`config.mk`:
```
export PLATFORM = sky130hd
export DESIGN_NAME = bus_exerciser
export DESIGN_NICKNAME = d
export VERILOG_FILES = /design/src/hw/exer_pkg.sv /design/src/hw/bus_exerciser.sv
export SDC_FILE = /design/constraint.sdc
export NUM_CORES = 1
export LEC_CHECK = 0
export BUFFER_PORTS_ARGS = -buffer_cell sky130_fd_sc_hd__clkbuf_2
export CELL_PAD_IN_SITES_DETAIL_PLACEMENT = 1
export CELL_PAD_IN_SITES_GLOBAL_PLACEMENT = 1
export CORE_MARGIN = 1.5
export CORE_UTILIZATION = 45
export CTS_BUF_LIST = sky130_fd_sc_hd__clkbuf_16
export DETAILED_ROUTE_END_ITERATION = 16
export PLACE_DENSITY = 0.95
export SYNTH_ARGS = -nofsm -noshare
export SYNTH_HDL_FRONTEND = slang
export SYNTH_SLANG_ARGS = --single-unit
```
`constraint.sdc`:
```
create_clock -name clk_sys -period 4.16 [get_ports clk_sys]
set_input_delay 0.832 -clock clk_sys [delete_from_list [all_inputs] [get_ports clk_sys]]
set_output_delay 0.832 -clock clk_sys [all_outputs]
set_load 0.005 [all_outputs]
```
`src/hw/exer_pkg.sv`:
```
// constants and types for the target bus exerciser and step/trace control
package exer_pkg;
    localparam int ADDR_W = 20;
    localparam int DATA_W = 16;
    // register byte offsets on the avalon slave
    localparam logic [3:0] OFS_CTRL  = 4'h0;
    localparam logic [3:0] OFS_ADDR  = 4'h4;
    localparam logic [3:0] OFS_LAST  = 4'h8;
    localparam logic [3:0] OFS_DATA  = 4'hc;
    localparam logic [3:0] OFS_CMD   = 4'h0; // unused alias guard
    localparam logic [3:0] OFS_GO    = 4'h1;
    // word indexes (byte offset / 4)
    localparam logic [1:0] IDX_CTRL = 2'h0;
    localparam logic [1:0] IDX_ADDR = 2'h1;
    localparam logic [1:0] IDX_LAST = 2'h2;
    localparam logic [1:0] IDX_DATA = 2'h3;
    localparam logic [1:0] IDX_STAT = 2'h0;
    // ctrl register fields
    localparam int CTL_STI   = 0;
    localparam int CTL_TCE   = 1;
    localparam int CTL_BYTE  = 2;
    localparam int CTL_IO    = 3;
    localparam int CTL_FN_LO = 4;
    localparam int CTL_SS_LO = 8;
    localparam logic [31:0] CTRL_RST = 32'h0000_0002;
    localparam logic [2:0]  MSS_RST  = 3'h0;
    localparam logic [2:0]  IOS_STATUS = 3'h7;
    localparam logic [7:0]  RESET_CHAR_RST = 8'h1a;
    typedef enum logic [2:0] {
        FN_NONE   = 3'b000,
        FN_ROTATE = 3'b001,
        FN_WRRD   = 3'b010,
        FN_INCR   = 3'b011,
        FN_RANGE  = 3'b100
    } fn_t;
    typedef enum logic [1:0] {
        ST_IDLE  = 2'b00,
        ST_ISSUE = 2'b01,
        ST_WAIT  = 2'b10
    } bus_st_t;
endpackage : exer_pkg

```
`src/hw/bus_exerciser.sv`:
```
// target bus exerciser with single-step and trace-capture control
//
// The register addresses and register access over Avalon-MM were chosen for this implementation.
`timescale 1ns/10ps
`default_nettype none
module bus_exerciser #(
    parameter int ADDR_W = exer_pkg::ADDR_W,
    parameter int DATA_W = exer_pkg::DATA_W
) (
    // clock, reset, enable
    input  wire logic              clk_sys,
    input  wire logic              reset,
    input  wire logic              clk_en,
    // avalon-mm slave
    input  wire logic [3:0]        avs_address,
    input  wire logic              avs_read,
    input  wire logic              avs_write,
    input  wire logic [31:0]       avs_writedata,
    output logic      [31:0]       avs_readdata,
    output logic                   avs_waitrequest,
    // operator character channel
    input  wire logic              op_char_valid,
    input  wire logic [7:0]        op_char,
    // target bus master side
    output logic                   tgt_req,
    output logic                   tgt_wr,
    output logic                   tgt_io,
    output logic      [2:0]        tgt_status,
    output logic      [ADDR_W-1:0] tgt_addr,
    output logic      [DATA_W-1:0] tgt_wdata,
    output logic                   tgt_byte,
    input  wire logic              tgt_ack,
    input  wire logic [DATA_W-1:0] tgt_rdata,
    // processor run control
    input  wire logic              tgt_irq,
    input  wire logic              tgt_instr_done,
    input  wire logic [31:0]       tgt_cs_ip,
    input  wire logic [3:0]        evt_group,
    input  wire logic              evt_hit,
    output logic                   cpu_run,
    output logic                   irq_accept,
    output logic                   irq_flag,
    // trace and event monitor
    output logic                   trace_acquire,
    output logic                   evt_enable,
    output logic                   evt_action
);
    localparam logic [DATA_W-1:0] ONE = {{(DATA_W-1){1'b0}}, 1'b1};

    // software registers
    logic              sti_r, tce_r, byte_r, io_r;
    logic [2:0]        mss_r;
    logic [7:0]        rst_char_r;
    logic [ADDR_W-1:0] first_r, last_r;
    logic [DATA_W-1:0] data_r, rd_last_r;
    logic              refused_r;
    logic [31:0]       cs_ip_r;
    logic [3:0]        group_r;
    // exerciser state
    exer_pkg::fn_t     fn_r;
    exer_pkg::bus_st_t st_r;
    logic              phase_r;
    logic [ADDR_W-1:0] cur_r;
    logic [DATA_W-1:0] pat_r;
    // step control
    logic              paused_r, stepping_r;

    logic [1:0] idx;
    logic       wr_go, rd_go, stop_hit, ctrl_wr, step_wr;
    assign idx      = avs_address[3:2];
    // writes land on the edge where the master sees waitrequest low
    assign wr_go    = clk_en && avs_write && !avs_waitrequest;
    assign rd_go    = clk_en && avs_read && avs_waitrequest;
    assign ctrl_wr  = wr_go && idx == exer_pkg::IDX_CTRL;
    assign step_wr  = ctrl_wr && avs_writedata[12];
    assign stop_hit = clk_en && op_char_valid && op_char == rst_char_r;

    // one wait cycle per access: waitrequest drops on the second cycle
    always_ff @(posedge clk_sys) begin
        if (reset)
            avs_waitrequest <= 1'b1;
        else if (clk_en)
            avs_waitrequest <= !(avs_waitrequest && (avs_read || avs_write));
    end

    always_ff @(posedge clk_sys) begin
        if (reset) begin
            sti_r      <= exer_pkg::CTRL_RST[exer_pkg::CTL_STI];
            tce_r      <= exer_pkg::CTRL_RST[exer_pkg::CTL_TCE];
            byte_r     <= exer_pkg::CTRL_RST[exer_pkg::CTL_BYTE];
            io_r       <= exer_pkg::CTRL_RST[exer_pkg::CTL_IO];
            mss_r      <= exer_pkg::MSS_RST;
            rst_char_r <= exer_pkg::RESET_CHAR_RST;
            first_r    <= '0;
            last_r     <= '0;
            data_r     <= '0;
        end else if (wr_go) begin
            unique case (idx)
                exer_pkg::IDX_CTRL: begin
                    sti_r   <= avs_writedata[exer_pkg::CTL_STI];
                    tce_r   <= avs_writedata[exer_pkg::CTL_TCE];
                    mss_r   <= avs_writedata[exer_pkg::CTL_SS_LO +: 3];
                    if (paused_r && fn_r == exer_pkg::FN_NONE) begin
                        byte_r <= avs_writedata[exer_pkg::CTL_BYTE];
                        io_r   <= avs_writedata[exer_pkg::CTL_IO];
                    end
                    rst_char_r <= avs_writedata[23:16];
                end
                exer_pkg::IDX_ADDR: first_r <= avs_writedata[ADDR_W-1:0];
                exer_pkg::IDX_LAST: last_r  <= avs_writedata[ADDR_W-1:0];
                exer_pkg::IDX_DATA: data_r  <= avs_writedata[DATA_W-1:0];
            endcase
        end
    end

    // read mux: status shows paused, running function, refusal; data word shows last read
    always_ff @(posedge clk_sys) begin
        if (reset)
            avs_readdata <= '0;
        else if (rd_go) begin
            unique case (idx)
                exer_pkg::IDX_STAT: avs_readdata <= {refused_r, 7'h0,
                    group_r, rst_char_r, 1'b0, mss_r, 1'b0, fn_r,
                    io_r, byte_r, tce_r, sti_r} | {24'h0, paused_r, 7'h0};
                exer_pkg::IDX_ADDR: avs_readdata <= cs_ip_r;
                exer_pkg::IDX_LAST: avs_readdata <= 32'(last_r);
                exer_pkg::IDX_DATA: avs_readdata <= 32'(rd_last_r);
            endcase
        end
    end

    // function start: refused while running
    always_ff @(posedge clk_sys) begin
        if (reset) begin
            fn_r      <= exer_pkg::FN_NONE;
            refused_r <= 1'b0;
        end else if (stop_hit)
            fn_r <= exer_pkg::FN_NONE;
        else if (ctrl_wr && avs_writedata[exer_pkg::CTL_FN_LO +: 3] != 3'h0)
        begin
            if (paused_r && fn_r == exer_pkg::FN_NONE) begin
                fn_r <= exer_pkg::fn_t'(avs_writedata[exer_pkg::CTL_FN_LO +: 3]);
                refused_r <= 1'b0;
            end else
                refused_r <= 1'b1;
        end
    end

    function automatic logic [DATA_W-1:0] rotl(input logic [DATA_W-1:0] v,
                                              input logic b);
        logic [DATA_W-1:0] r;
        r = {v[DATA_W-2:0], v[DATA_W-1]};
        if (b)
            r = {{(DATA_W-8){1'b0}}, v[6:0], v[7]};
        return r;
    endfunction : rotl

    // target bus sequencer
    always_ff @(posedge clk_sys) begin
        if (reset) begin
            st_r       <= exer_pkg::ST_IDLE;
            phase_r    <= 1'b0;
            cur_r      <= '0;
            pat_r      <= '0;
            rd_last_r  <= '0;
            tgt_req    <= 1'b0;
            tgt_wr     <= 1'b0;
            tgt_io     <= 1'b0;
            tgt_status <= exer_pkg::MSS_RST;
            tgt_addr   <= '0;
            tgt_wdata  <= '0;
            tgt_byte   <= 1'b0;
        end else if (clk_en) begin
            unique case (st_r)
                exer_pkg::ST_IDLE: begin
                    phase_r <= 1'b0;
                    cur_r   <= first_r;
                    pat_r   <= (fn_r == exer_pkg::FN_INCR) ? '0 : data_r;
                    if (fn_r != exer_pkg::FN_NONE && !stop_hit)
                        st_r <= exer_pkg::ST_ISSUE;
                end
                exer_pkg::ST_ISSUE: begin
                    tgt_req  <= 1'b1;
                    tgt_addr <= cur_r;
                    tgt_byte <= byte_r;
                    tgt_io   <= io_r;
                    tgt_status <= io_r ? exer_pkg::IOS_STATUS : mss_r;
                    tgt_wdata <= pat_r;
                    unique case (fn_r)
                        exer_pkg::FN_WRRD:  tgt_wr <= !phase_r;
                        exer_pkg::FN_RANGE: tgt_wr <= 1'b0;
                        default:            tgt_wr <= 1'b1;
                    endcase
                    st_r <= exer_pkg::ST_WAIT;
                end
                exer_pkg::ST_WAIT: begin
                    if (tgt_ack) begin
                        tgt_req <= 1'b0;
                        if (!tgt_wr)
                            rd_last_r <= tgt_rdata;
                        unique case (fn_r)
                            exer_pkg::FN_ROTATE: pat_r <= rotl(pat_r, byte_r);
                            exer_pkg::FN_INCR:   pat_r <= pat_r + ONE;
                            exer_pkg::FN_WRRD:   phase_r <= !phase_r;
                            exer_pkg::FN_RANGE:
                                cur_r <= (cur_r == last_r) ? first_r
                                       : cur_r + ADDR_W'(1);
                            default: ;
                        endcase
                        st_r <= (fn_r == exer_pkg::FN_NONE || stop_hit)
                              ? exer_pkg::ST_IDLE : exer_pkg::ST_ISSUE;
                    end
                end
                default: st_r <= exer_pkg::ST_IDLE;
            endcase
        end
    end

    // run / pause / single step
    always_ff @(posedge clk_sys) begin
        if (reset) begin
            paused_r   <= 1'b1;
            stepping_r <= 1'b0;
            cs_ip_r    <= '0;
            group_r    <= '0;
            cpu_run    <= 1'b0;
        end else if (clk_en) begin
            if (step_wr && !paused_r) begin
                paused_r <= 1'b1;
                cpu_run  <= 1'b0;
                cs_ip_r  <= tgt_cs_ip;
                group_r  <= evt_group;
            end else if (step_wr && paused_r && fn_r == exer_pkg::FN_NONE) begin
                stepping_r <= 1'b1;
                cpu_run    <= 1'b1;
            end else if (stepping_r && tgt_instr_done) begin
                stepping_r <= 1'b0;
                cpu_run    <= 1'b0;
                cs_ip_r    <= tgt_cs_ip;
            end else if (ctrl_wr && avs_writedata[13] && paused_r
                         && fn_r == exer_pkg::FN_NONE) begin
                paused_r <= 1'b0;
                cpu_run  <= 1'b1;
            end
        end
    end

    // interrupt gating while stepping; flag follows the switch on resume
    always_ff @(posedge clk_sys) begin
        if (reset) begin
            irq_accept <= 1'b0;
            irq_flag   <= 1'b0;
        end else if (clk_en) begin
            irq_accept <= tgt_irq && (!paused_r || (stepping_r && sti_r));
            if (ctrl_wr && avs_writedata[13] && paused_r)
                irq_flag <= sti_r;
        end
    end

    // trace capture gates acquisition and the event monitor
    always_ff @(posedge clk_sys) begin
        if (reset) begin
            trace_acquire <= exer_pkg::CTRL_RST[exer_pkg::CTL_TCE];
            evt_enable    <= exer_pkg::CTRL_RST[exer_pkg::CTL_TCE];
            evt_action    <= 1'b0;
        end else if (clk_en) begin
            trace_acquire <= tce_r;
            evt_enable    <= tce_r;
            evt_action    <= tce_r && evt_hit && !paused_r;
        end
    end
endmodule : bus_exerciser
`default_nettype wire

```
==> Implementation_results.wiki, run 1 <==
{| class="wikitable"
! Metric !! Value
|-
| Number of levels in the clock H-tree || 1
|-
| Final weighted congestion in routability-driven placement || 0.8618
|-
| Routed wire length per instance || 23.72 um
|-
| Largest net degree at the start of global routing || 109
|-
| Max-cap check violation count || 0
|-
| Width of the die || 159.1 um
|-
| Cells after synthesis || 1355
|-
| Worst min-delay path class || register to register
|-
| Clock latency of the later-clocked register in the worst-skew pair || 540 ps
|-
| Synthesized area divided by synthesized cell count || 8.092 sq um
|-
| Final worst path period share || 75.27%
|-
| Count of flip-flops with a built-in enable after synthesis || 0
|-
| Overall power consumption || 4.884 mW
|-
| Rel. slew slack || 24.97%
|-
| Time the worst path needs with I/O delays and setup || 3131 ps
|-
| Leak || 4.605 nW
|-
| Adder-Cell Fraction of Synth Area || 0.2282%
|-
| Fraction of the mapped netlist area in compound gates || 16.25%
|-
| Core Util, Final || 53.68%
|-
| Iteration-0 DRC Markers || 1235
|-
| Result of the run || complete, no violations
|-
| Combinational family with the most area after synthesis || simple AND/OR/NAND/NOR gates
|-
| Number of buffers on the longest clock path || 3
|-
| Leading cell type by number of instances after synthesis || sky130_fd_sc_hd__nand2_1
|-
| Slew of the pin with the lowest slew margin || 1125 ps
|-
| Most used flip-flop cell after synthesis || sky130_fd_sc_hd__dfxtp_1
|-
| Synth unique cells || 62
|-
| Sequential cell area fraction in the yosys report || 45.46%
|-
| Register bit count reported by yosys || 249
|-
| Warning count from the yosys run || 0
|-
| Cell accounting for the most synthesized area || sky130_fd_sc_hd__dfxtp_1
|-
| Area share of the leading cell type in the synthesized netlist || 45.46%
|-
| Mux cell area share after synthesis || 7.840%
|-
| Ratio of cells with drive above 1 in the final layout || 17.24%
|-
| Number of cells upsized or downsized after cts || 0
|-
| Achievable clock frequency || 319.4 MHz
|-
| WHS || 452.5 ps
|-
| Root Driver || sky130_fd_sc_hd__clkbuf_16
|-
| DRT antenna net count || 0
|-
| Register clock-pin slew on the reported worst setup and hold paths || 60 ps
|-
| Number of antenna violations at the first check in global routing || 2
|-
| Area growth, synth to finish || 15.94%
|-
| Count of buffers added by post-CTS timing repair for setup || 0
|-
| Largest vdd supply drop || 0.0003173 V
|-
| Worst path arrival time || 3510 ps
|-
| Number of clock sinks || 249
|-
| Setup skew after layout || 10.33 ps
|-
| Post-synthesis share of cell area spent on xor and xnor gates || 2.317%
|-
| Total Die Area || 25310 sq um
|-
| Standard cell core area || 23680 sq um
|-
| Sum of overflow across all layers after global routing || 0
|-
| Maximum net fanout on the critical path || 22
|-
| Number of buffers created by CTS || 27
|-
| Biggest area contributors in the synthesized netlist || sky130_fd_sc_hd__dfxtp_1, sky130_fd_sc_hd__nand2_1, sky130_fd_sc_hd__a21oi_1
|-
| Num rows || 56
|-
| CP Class || input port to register
|-
| Vias post-DR || 11390
|-
| Number of input and output port buffers inserted || 177
|-
| Total routing usage reported by global routing || 33.01%
|-
| Starting density of the core || 46.30%
|-
| Detailed-route DRC error count || 0
|-
| Final Setup Violations || 0
|-
| Via count of the first global-routing pass || 11750
|-
| Most frequent cells after synthesis || sky130_fd_sc_hd__nand2_1, sky130_fd_sc_hd__dfxtp_1, sky130_fd_sc_hd__a21oi_1
|-
| Y dimension of the die || 159.1 um
|-
| Pins Over Slew Limit || 0
|-
| Pwr/cell area || 384.2 nW/um^2
|-
| Required time at the worst-slack endpoint || 4540 ps
|-
| TritonCTS clock tree || yes
|-
| Number of search-and-repair iterations in the first detailed-routing pass || 6
|-
| Via-to-Cell Ratio || 6.303
|-
| Wire length of the first global-routing pass || 66540 um
|-
| Detailed Place HPWL || 27380 um
|-
| Final net count || 1579
|-
| Sort of element at the end of the critical path || register
|-
| Post-synthesis instance area || 10960 sq um
|-
| Number of placed I/O pins || 188
|-
| Setup TNS || 0 ps
|-
| Final wirelength || 42860 um
|-
| Final hold viol count || 0
|-
| Simple-Gate Fraction of Synth Area || 23.44%
|-
| Nets in the synthesized netlist || 1463
|-
| Hold buffer count at CTS || 0
|-
| RSZ-0062 raised after global routing || false
|-
| Startpoint type of the worst setup path || input port
|-
| Async set-or-reset flop fraction in the synthesized netlist || 0%
|}
[routing by layer]
metal	wire, um	up-vias	GRT usage [%]	part of all wire [%]
met4	2929	0	19.64	6.8
met5	0	-	0	0
met3	3959	249	7.137	9.2
li1	-	4929	-	-
met1	15480	5489	38.31	36
met2	20490	723	55.97	48
[cell type report]
type,instances,area [sq um]
Tap cell,319,399.1
Antenna cell,3,7.507
Inverter,8,30.03
Sequential cell,249,4985
Fill cell,2907,10970
Multi-Input combinational cell,987,5502
Clock inverter,16,63.81
Timing Repair Buffer,198,1050
Clock buffer,27,675.6
[per-stage QoR]
step                      cell area (sq um)  setup WS [ps]  std cells
after floorplan                       10960           1615       1355
after global placement                11970           1039       1761
after detailed placement              11970          783.7       1761
after CTS                             12700           1158       1804
after global routing                  12710           1024       1805
final                                 12710           1029       1807
[flip-flops by register name (all words and copies together) (netlist names), 4 cells and up]
name	count
tgt_addr	20
first_r	20
rd_last_r	16
group_r	4
rst_char_r	8
tgt_wdata	16
data_r	16
cur_r	20
last_r	20
avs_readdata	32
cs_ip_r	32
pat_r	16
[cell families after synthesis]
group / after synthesis
and+or+nand+nor: 589
AOI/OAI and AO/OA: 300
DFF: 249
buffers and inverters: 119
muxes: 67
xor gates and xnor gates: 29
adders and majority gates: 2
[power breakdown]
group	internal [mW]	switching (mW)
registers	2.40	0.0316
clock network	1.16	0.984
logic	0.0957	0.212
[worst max-delay path, stage by stage]
cell                       delay [ps]
sky130_fd_sc_hd__clkbuf_2         370
sky130_fd_sc_hd__nand3b_4         160
sky130_fd_sc_hd__nor3_4           180
sky130_fd_sc_hd__nand3b_1         540
sky130_fd_sc_hd__a221oi_4         550
sky130_fd_sc_hd__buf_4            460
sky130_fd_sc_hd__mux2i_1          330
sky130_fd_sc_hd__nor2_1            70
[worst paths after layout]
kind	from	endpoint	slack, ps	depth (start not counted)
min reg2reg	avs_readdata[28]$_SDFFE_PP0P_	avs_readdata[28]$_SDFFE_PP0P_	450	2
max	clk_en	cs_ip_r[12]$_SDFFE_PP0P_	1030	8
max reg2reg	avs_waitrequest$_SDFFE_PP1P_	cs_ip_r[12]$_SDFFE_PP0P_	1260	7
min	avs_readdata[28]$_SDFFE_PP0P_	avs_readdata[28]$_SDFFE_PP0P_	450	2
[layout by cell type (no fill, tap or decap), types with 3 or more instances in the layout]
| cell | n |
|---|---|
| sky130_fd_sc_hd__a2111oi_0 | 4 |
| sky130_fd_sc_hd__a211oi_1 | 13 |
| sky130_fd_sc_hd__a21oi_1 | 182 |
| sky130_fd_sc_hd__a221oi_1 | 6 |
| sky130_fd_sc_hd__a22oi_1 | 6 |
| sky130_fd_sc_hd__a31oi_1 | 9 |
| sky130_fd_sc_hd__and2_1 | 5 |
| sky130_fd_sc_hd__and3_1 | 8 |
| sky130_fd_sc_hd__and4_1 | 3 |
| sky130_fd_sc_hd__buf_4 | 21 |
| sky130_fd_sc_hd__clkbuf_16 | 27 |
| sky130_fd_sc_hd__clkbuf_2 | 176 |
| sky130_fd_sc_hd__clkinv_1 | 5 |
| sky130_fd_sc_hd__clkinv_2 | 3 |
| sky130_fd_sc_hd__dfxtp_1 | 249 |
| sky130_fd_sc_hd__diode_2 | 3 |
| sky130_fd_sc_hd__inv_1 | 16 |
| sky130_fd_sc_hd__mux2i_1 | 51 |
| sky130_fd_sc_hd__mux4_2 | 15 |
| sky130_fd_sc_hd__nand2_1 | 333 |
| sky130_fd_sc_hd__nand2b_1 | 5 |
| sky130_fd_sc_hd__nand3_1 | 48 |
| sky130_fd_sc_hd__nand3b_1 | 10 |
| sky130_fd_sc_hd__nand4_1 | 18 |
| sky130_fd_sc_hd__nand4b_1 | 3 |
| sky130_fd_sc_hd__nor2_1 | 98 |
| sky130_fd_sc_hd__nor2b_1 | 8 |
| sky130_fd_sc_hd__nor3_1 | 27 |
| sky130_fd_sc_hd__nor3b_1 | 3 |
| sky130_fd_sc_hd__nor4_1 | 9 |
| sky130_fd_sc_hd__o2111ai_1 | 5 |
| sky130_fd_sc_hd__o211ai_1 | 8 |
| sky130_fd_sc_hd__o21ai_0 | 33 |
| sky130_fd_sc_hd__o221a_2 | 3 |
| sky130_fd_sc_hd__o221ai_1 | 5 |
| sky130_fd_sc_hd__o31ai_1 | 3 |
| sky130_fd_sc_hd__o32a_1 | 3 |
| sky130_fd_sc_hd__or3_1 | 4 |
| sky130_fd_sc_hd__xnor2_1 | 26 |
| sky130_fd_sc_hd__xor2_1 | 3 |
Power figures use the tool's default switching activity.
==> inputs of run 2 (changes only) <==
--- a/config.mk
+++ b/config.mk
@@ -9,10 +9,10 @@
 export CELL_PAD_IN_SITES_DETAIL_PLACEMENT = 1
 export CELL_PAD_IN_SITES_GLOBAL_PLACEMENT = 1
 export CORE_MARGIN = 1.5
-export CORE_UTILIZATION = 45
+export CORE_UTILIZATION = 37
 export CTS_BUF_LIST = sky130_fd_sc_hd__clkbuf_16
 export DETAILED_ROUTE_END_ITERATION = 16
-export PLACE_DENSITY = 0.95
+export PLACE_DENSITY = 0.85
 export SYNTH_ARGS = -nofsm -noshare
 export SYNTH_HDL_FRONTEND = slang
 export SYNTH_SLANG_ARGS = --single-unit
==> constraint.sdc (replaced) <==
create_clock -name clk_sys -period 2.8 [get_ports clk_sys]
set_input_delay 0.56 -clock clk_sys [delete_from_list [all_inputs] [get_ports clk_sys]]
set_output_delay 0.56 -clock clk_sys [all_outputs]
set_load 0.005 [all_outputs]
==> Implementation_results.wiki, run 2 (synthesis results as in run 1) <==
{| class="wikitable"
! Metric !! Value
|-
| Width of the die || 175.1 um
|-
| Num rows || 62
|-
| Largest vdd supply drop || 0.0004071 V
|-
| Maximum net fanout on the critical path || 10
|-
| Via count of the first global-routing pass || 10852
|-
| Launch point of the worst path || pat_r[6]$_SDFFE_PP0P_
|-
| R2R depth || 6
|-
| Slew of the pin with the lowest slew margin || 892.7 ps
|-
| Final net count || 1602
|-
| Pwr/cell area || 559.3 nW/um^2
|-
| Detailed-route DRC error count || 0
|-
| Hold buffer count at CTS || 0
|-
| Most frequent cells in the layout || sky130_fd_sc_hd__nand2_1, sky130_fd_sc_hd__dfxtp_1, sky130_fd_sc_hd__a21oi_1
|-
| Clock latency of the later-clocked register in the worst-skew pair || 540 ps
|-
| Setup TNS || 0 ps
|-
| Sum of overflow across all layers after global routing || 0
|-
| Ratio of cells with drive above 1 in the final layout || 18.49%
|-
| Area growth, synth to finish || 18.52%
|-
| DRT antenna net count || 0
|-
| Antenna Cells || 0
|-
| RSZ-0062 raised after global routing || false
|-
| Largest net degree at the start of global routing || 82
|-
| Filler cell count || 3524
|-
| Vias post-DR || 10662
|-
| Setup skew after layout || 17.63 ps
|-
| Wire length of the first global-routing pass || 60350 um
|-
| Number of levels in the clock H-tree || 1
|-
| Register clock-pin slew on the reported worst setup and hold paths || 60 ps
|-
| Number of cells upsized or downsized after cts || 0
|-
| Time the worst path needs with I/O delays and setup || 2361 ps
|-
| Max-cap check violation count || 0
|-
| Most common cell after layout, fill and taps aside || sky130_fd_sc_hd__nand2_1
|-
| Total routing usage reported by global routing || 24.80%
|-
| CP endpoint || pat_r[15]$_SDFFE_PP0P_
|-
| Starting density of the core || 37.89%
|-
| Worst min-delay path class || input port to register
|-
| Number of buffers on the longest clock path || 3
|-
| CP Class || register to register
|-
| Rel. slew slack || 40.48%
|-
| Final wirelength || 38930 um
|-
| Achievable clock frequency || 423.5 MHz
|-
| Final hold viol count || 0
|-
| Result of the run || complete, no violations
|-
| Number of clock sinks || 249
|-
| Worst reg-to-reg setup slack || 440 ps
|-
| Total Die Area || 30670 sq um
|-
| Number of placed I/O pins || 188
|-
| Number of search-and-repair iterations in the first detailed-routing pass || 5
|-
| TritonCTS clock tree || yes
|-
| Final weighted congestion in routability-driven placement || 0.8676
|-
| Startpoint type of the worst setup path || register
|-
| Required time at the worst-slack endpoint || 3180 ps
|-
| Worst min-delay path startpoint || tgt_rdata[9]
|-
| Pins Over Slew Limit || 0
|-
| Core Util, Final || 44.91%
|-
| Registers with the most flip-flops || avs_readdata: 32 flops, cs_ip_r: 32 flops
|-
| Number of input and output port buffers inserted || 177
|-
| Y dimension of the die || 175.1 um
|-
| Routed wire length per instance || 20.51 um
|-
| Final worst path period share || 84.34%
|-
| Number of antenna violations at the first check in global routing || 0
|-
| Sort of element at the end of the critical path || register
|-
| Iteration-0 DRC Markers || 934
|-
| Via-to-Cell Ratio || 5.617
|-
| Standard cell core area || 28940 sq um
|-
| Final Setup Violations || 0
|-
| Launching point of the worst reg2reg path || pat_r[6]$_SDFFE_PP0P_
|-
| Leak || 4.733 nW
|-
| Worst r2r dst || pat_r[15]$_SDFFE_PP0P_
|-
| Worst path arrival time || 2740 ps
|-
| Root Driver || sky130_fd_sc_hd__clkbuf_16
|-
| Count of buffers added by post-CTS timing repair for setup || 0
|-
| Number of buffers created by CTS || 27
|-
| Detailed Place HPWL || 27120 um
|}
==> run 2: cell types whose count changed in the layout (fill, tap and decap cells not counted), sizes merged <==
cell / change
clkinv: +5
diode: -3
inv: +1
buf: +23
==> run 2: worst max-delay path, cell delays in order, from the launching register on <==
cell,delay [ps]
sky130_fd_sc_hd__dfxtp_1,530
sky130_fd_sc_hd__nand4_1,220
sky130_fd_sc_hd__nor4_1,660
sky130_fd_sc_hd__nand3_1,130
sky130_fd_sc_hd__o21ai_0,110
sky130_fd_sc_hd__a2111oi_0,120
sky130_fd_sc_hd__a2111oi_0,440
==> run 2: worst min path at each step <==
stage,to,cells after the start
floorplan,rd_last_r[11]$_SDFFE_PP0P_,2
global placement,rd_last_r[2]$_SDFFE_PP0P_,2
detailed placement,avs_readdata[29]$_SDFFE_PP0P_,2
CTS,rd_last_r[9]$_SDFFE_PP0P_,3
global route,rd_last_r[12]$_SDFFE_PP0P_,3
finish,rd_last_r[9]$_SDFFE_PP0P_,3
==> run 2: final cells by class <==
| cell class | count | area [sq um] | area share [%] |
|---|---|---|---|
| Multi-Input combinational cell | 987 | 5502 | 42.34 |
| Sequential cell | 249 | 4985 | 38.36 |
| Timing Repair Buffer | 221 | 1235 | 9.503 |
| Clock buffer | 27 | 675.6 | 5.199 |
| Tap cell | 384 | 480.5 | 3.697 |
| Clock inverter | 22 | 87.58 | 0.6740 |
| Inverter | 8 | 30.03 | 0.2311 |
==> run 2: stage by stage <==
step                      hold slack (ps)  power [mW]  instances  instance area (sq um)  setup slack [ps]
after floorplan                     432.9       3.920       1355                  10960             527.4
after global placement              439.6       4.145       1849                  12230             460.0
after detailed placement            448.6       4.154       1849                  12230             400.2
after CTS                           241.1       7.303       1898                  13000             477.2
after global routing                242.7       7.496       1898                  13000             150.1
final                               248.4       7.268       1898                  13000             438.5
==> run 2: where the power goes <==
group	switching (mW)	internal [mW]	leakage, nW
clock network	1.45	1.73	0.410
registers	0.0384	3.57	2.01
logic	0.314	0.162	2.31
==> run 2: routing by layer <==
layer / part of all wire, % / up-vias / GRT usage, %
li1: - / 4967 / -
met4: 2.6 / 0 / 7.194
met3: 5.5 / 78 / 2.872
met1: 43 / 5252 / 31.88
met2: 49 / 365 / 43.57
met5: 0 / - / 0
==> inputs of run 3 (changes only) <==
--- a/config.mk
+++ b/config.mk
@@ -9,10 +9,10 @@
 export CELL_PAD_IN_SITES_DETAIL_PLACEMENT = 1
 export CELL_PAD_IN_SITES_GLOBAL_PLACEMENT = 1
 export CORE_MARGIN = 1.5
-export CORE_UTILIZATION = 37
+export CORE_UTILIZATION = 41
 export CTS_BUF_LIST = sky130_fd_sc_hd__clkbuf_16
 export DETAILED_ROUTE_END_ITERATION = 16
-export PLACE_DENSITY = 0.85
+export PLACE_DENSITY = 0.89
 export SYNTH_ARGS = -nofsm -noshare
 export SYNTH_HDL_FRONTEND = slang
 export SYNTH_SLANG_ARGS = --single-unit
==> constraint.sdc (replaced) <==
create_clock -name clk_sys -period 2.2 [get_ports clk_sys]
set_input_delay 0.44 -clock clk_sys [delete_from_list [all_inputs] [get_ports clk_sys]]
set_output_delay 0.44 -clock clk_sys [all_outputs]
set_load 0.005 [all_outputs]
==> Implementation_results.wiki, run 3 (synthesis results as in run 1) <==
{| class="wikitable"
! Metric !! Value
|-
| Result of the run || complete, but fails checks
|-
| Violated checks || design-rule violations
|-
| Ratio of cells with drive above 1 in the final layout || 20.98%
|-
| Worst r2r dst || cur_r[2]$_SDFFE_PP0P_
|-
| Power share of the clock group || 47.3%
|-
| Overall power consumption || 9.985 mW
|-
| Largest vdd supply drop || 0.0006478 V
|-
| Fraction of power consumed by combinational cells || 6.7%
|-
| Final wirelength || 43810 um
|-
| Achievable clock frequency || 460.7 MHz
|-
| Launching point of the worst reg2reg path || st_r[1]$_SDFFE_PP0P_
|-
| Sort of element at the end of the critical path || register
|-
| TritonCTS clock tree || yes
|-
| CP max stage delay || 630 ps
|-
| Area growth, synth to finish || 22.83%
|-
| Worst min-delay path class || input port to register
|-
| Critical-path cell list || nand2b_1 -> a21oi_4 -> buf_4 -> mux2i_1 -> o32ai_1
|-
| Total routing usage reported by global routing || 30.12%
|-
| Vias post-DR || 11396
|-
| Wire length of the first global-routing pass || 66100 um
|-
| Width of the die || 166.5 um
|-
| Total non-filler cell area in the finished layout || 13470 sq um
|-
| Via-to-Cell Ratio || 6.046
|-
| Number of buffers created by CTS || 28
|-
| Hold buffer count at CTS || 0
|-
| Time the worst path needs with I/O delays and setup || 2171 ps
|-
| Worst path arrival time || 2590 ps
|-
| Final Setup Violations || 0
|-
| Leak || 4.988 nW
|-
| Most frequent cells in the layout || sky130_fd_sc_hd__nand2_1, sky130_fd_sc_hd__dfxtp_1, sky130_fd_sc_hd__a21oi_1
|-
| Flop pwr share || 46.0%
|-
| Sum of overflow across all layers after global routing || 0
|-
| Setup TNS || 0 ps
|-
| Routed wire length per instance || 23.24 um
|-
| Min-Delay Path Depth || 3
|-
| Final net count || 1635
|-
| Number of cells upsized or downsized after cts || 0
|-
| Final worst path period share || 98.66%
|-
| Registers with the most flip-flops || avs_readdata: 32 flops, cs_ip_r: 32 flops
|-
| Y dimension of the die || 166.5 um
|-
| Final weighted congestion in routability-driven placement || 0.8842
|-
| NetSw || 2.472 mW
|-
| Number of input and output port buffers inserted || 177
|-
| Number of antenna violations at the first check in global routing || 1
|-
| Rel. slew slack || 50.74%
|-
| Maximum net fanout on the critical path || 13
|-
| Filler cell count || 3162
|-
| Max-cap check violation count || 0
|-
| Standard cell core area || 26130 sq um
|-
| Area occupied by registers || 4989 sq um
|-
| P_int || 7.513 mW
|-
| Worst reg-to-reg setup slack || 30 ps
|-
| Starting density of the core || 41.96%
|-
| CP Class || register to register
|-
| Num rows || 59
|-
| Detailed-route DRC error count || 1
|-
| Number of buffers on the longest clock path || 3
|-
| Largest net degree at the start of global routing || 93
|-
| Register clock-pin slew on the reported worst setup and hold paths || 60 ps
|-
| R2R depth || 5
|-
| Setup skew after layout || 12.37 ps
|-
| Critical Path Slowest Stage Cell || sky130_fd_sc_hd__dfxtp_1
|-
| Total Die Area || 27730 sq um
|-
| Worst min-delay path startpoint || tgt_rdata[10]
|-
| DRT antenna net count || 0
|-
| Number of clock sinks || 249
|-
| Via count of the first global-routing pass || 11781
|-
| Clock latency of the later-clocked register in the worst-skew pair || 560 ps
|-
| Placed instance area || 12520 sq um
|-
| Count of buffers added by post-CTS timing repair for setup || 0
|-
| Pins Over Slew Limit || 0
|-
| Number of levels in the clock H-tree || 1
|-
| Switching part of the total power || 24.76%
|-
| Startpoint type of the worst setup path || register
|-
| Final hold viol count || 0
|-
| Destination of the worst hold path || rd_last_r[10]$_SDFFE_PP0P_
|-
| Root Driver || sky130_fd_sc_hd__clkbuf_16
|-
| Required time at the worst-slack endpoint || 2620 ps
|-
| Pwr/cell area || 741.4 nW/um^2
|-
| Most common cell after layout, fill and taps aside || sky130_fd_sc_hd__nand2_1
|-
| Total area of multi-input combinational cells || 5528 sq um
|-
| Slew of the pin with the lowest slew margin || 738.9 ps
|-
| Number of placed I/O pins || 188
|-
| Iteration-0 DRC Markers || 1033
|-
| Detailed Place HPWL || 28880 um
|-
| Number of search-and-repair iterations in the first detailed-routing pass || 14
|}
==> run 3: cell count changes in the layout (fill, tap and decap cells not counted), sizes merged <==
cell / previous run / this run
buf: 45 / 77
clkinv: 13 / 9
bufinv: 0 / 3
clkinvlp: 0 / 3
clkbuf: 203 / 205
diode: 0 / 1
inv: 17 / 16
==> run 3: area by class of cell <==
cell class              count  area share, %
diodes                      1        0.01858
clock buffers              29          5.388
clock inverters            23          1.384
inverters                   8         0.2230
multi-input cells         987          41.04
flip-flops and latches    249          37.04
well taps                 335          3.112
repair buffers            253          11.79
==> run 3: metal layers <==
metal  routed length (um)  global-route usage (%)
met4                 2568                   16.52
met3                 3370                   4.658
met5                    0                       0
met1                16550                   35.85
met2                21320                   52.16
==> run 3: power groups by stage <==
stage	Sequential (mW)	Combinational [mW]	Clock (mW)
after global placement	4.69	0.616	0
after global routing	4.60	0.699	4.93
final	4.59	0.667	4.72
after detailed placement	4.69	0.633	0
after floorplan	4.67	0.317	0
after CTS	4.59	0.646	4.73
==> run 3: worst max-delay path by stage <==
stage	startpoint	slack [ps]	cells after the start	end
floorplan	clk_en	50	9	cs_ip_r[10]$_SDFFE_PP0P_
global placement	clk_en	180	8	cs_ip_r[23]$_SDFFE_PP0P_
detailed placement	clk_en	70	9	data_r[11]$_SDFFE_PP0P_
CTS	st_r[1]$_SDFFE_PP0P_	30	5	cur_r[2]$_SDFFE_PP0P_
global route	st_r[1]$_SDFFE_PP0P_	-50	5	cur_r[2]$_SDFFE_PP0P_
finish	st_r[1]$_SDFFE_PP0P_	30	5	cur_r[2]$_SDFFE_PP0P_
==> run 3: critical path: cells and delay by family (launching register included) <==
kind                   cells  cell delay, ps
muxes                      1             230
buffers and inverters      1             290
AOI/OAI and AO/OA          2             520
and+or+nand+nor            1             370
DFF                        1             630
==> run 3: per-stage QoR <==
step | setup WS, ps | util [%] | hold slack (ps) | instances
floorplan | 47.42 | - | 432.9 | 1355
global placement | 178.2 | 47.92 | 440.8 | 1832
detailed placement | 65.26 | 47.92 | 447.7 | 1832
CTS | 25.58 | 51.41 | 104.8 | 1884
global route | -54.52 | 51.54 | 120.1 | 1885
finish | 29.39 | 51.54 | 109.4 | 1885
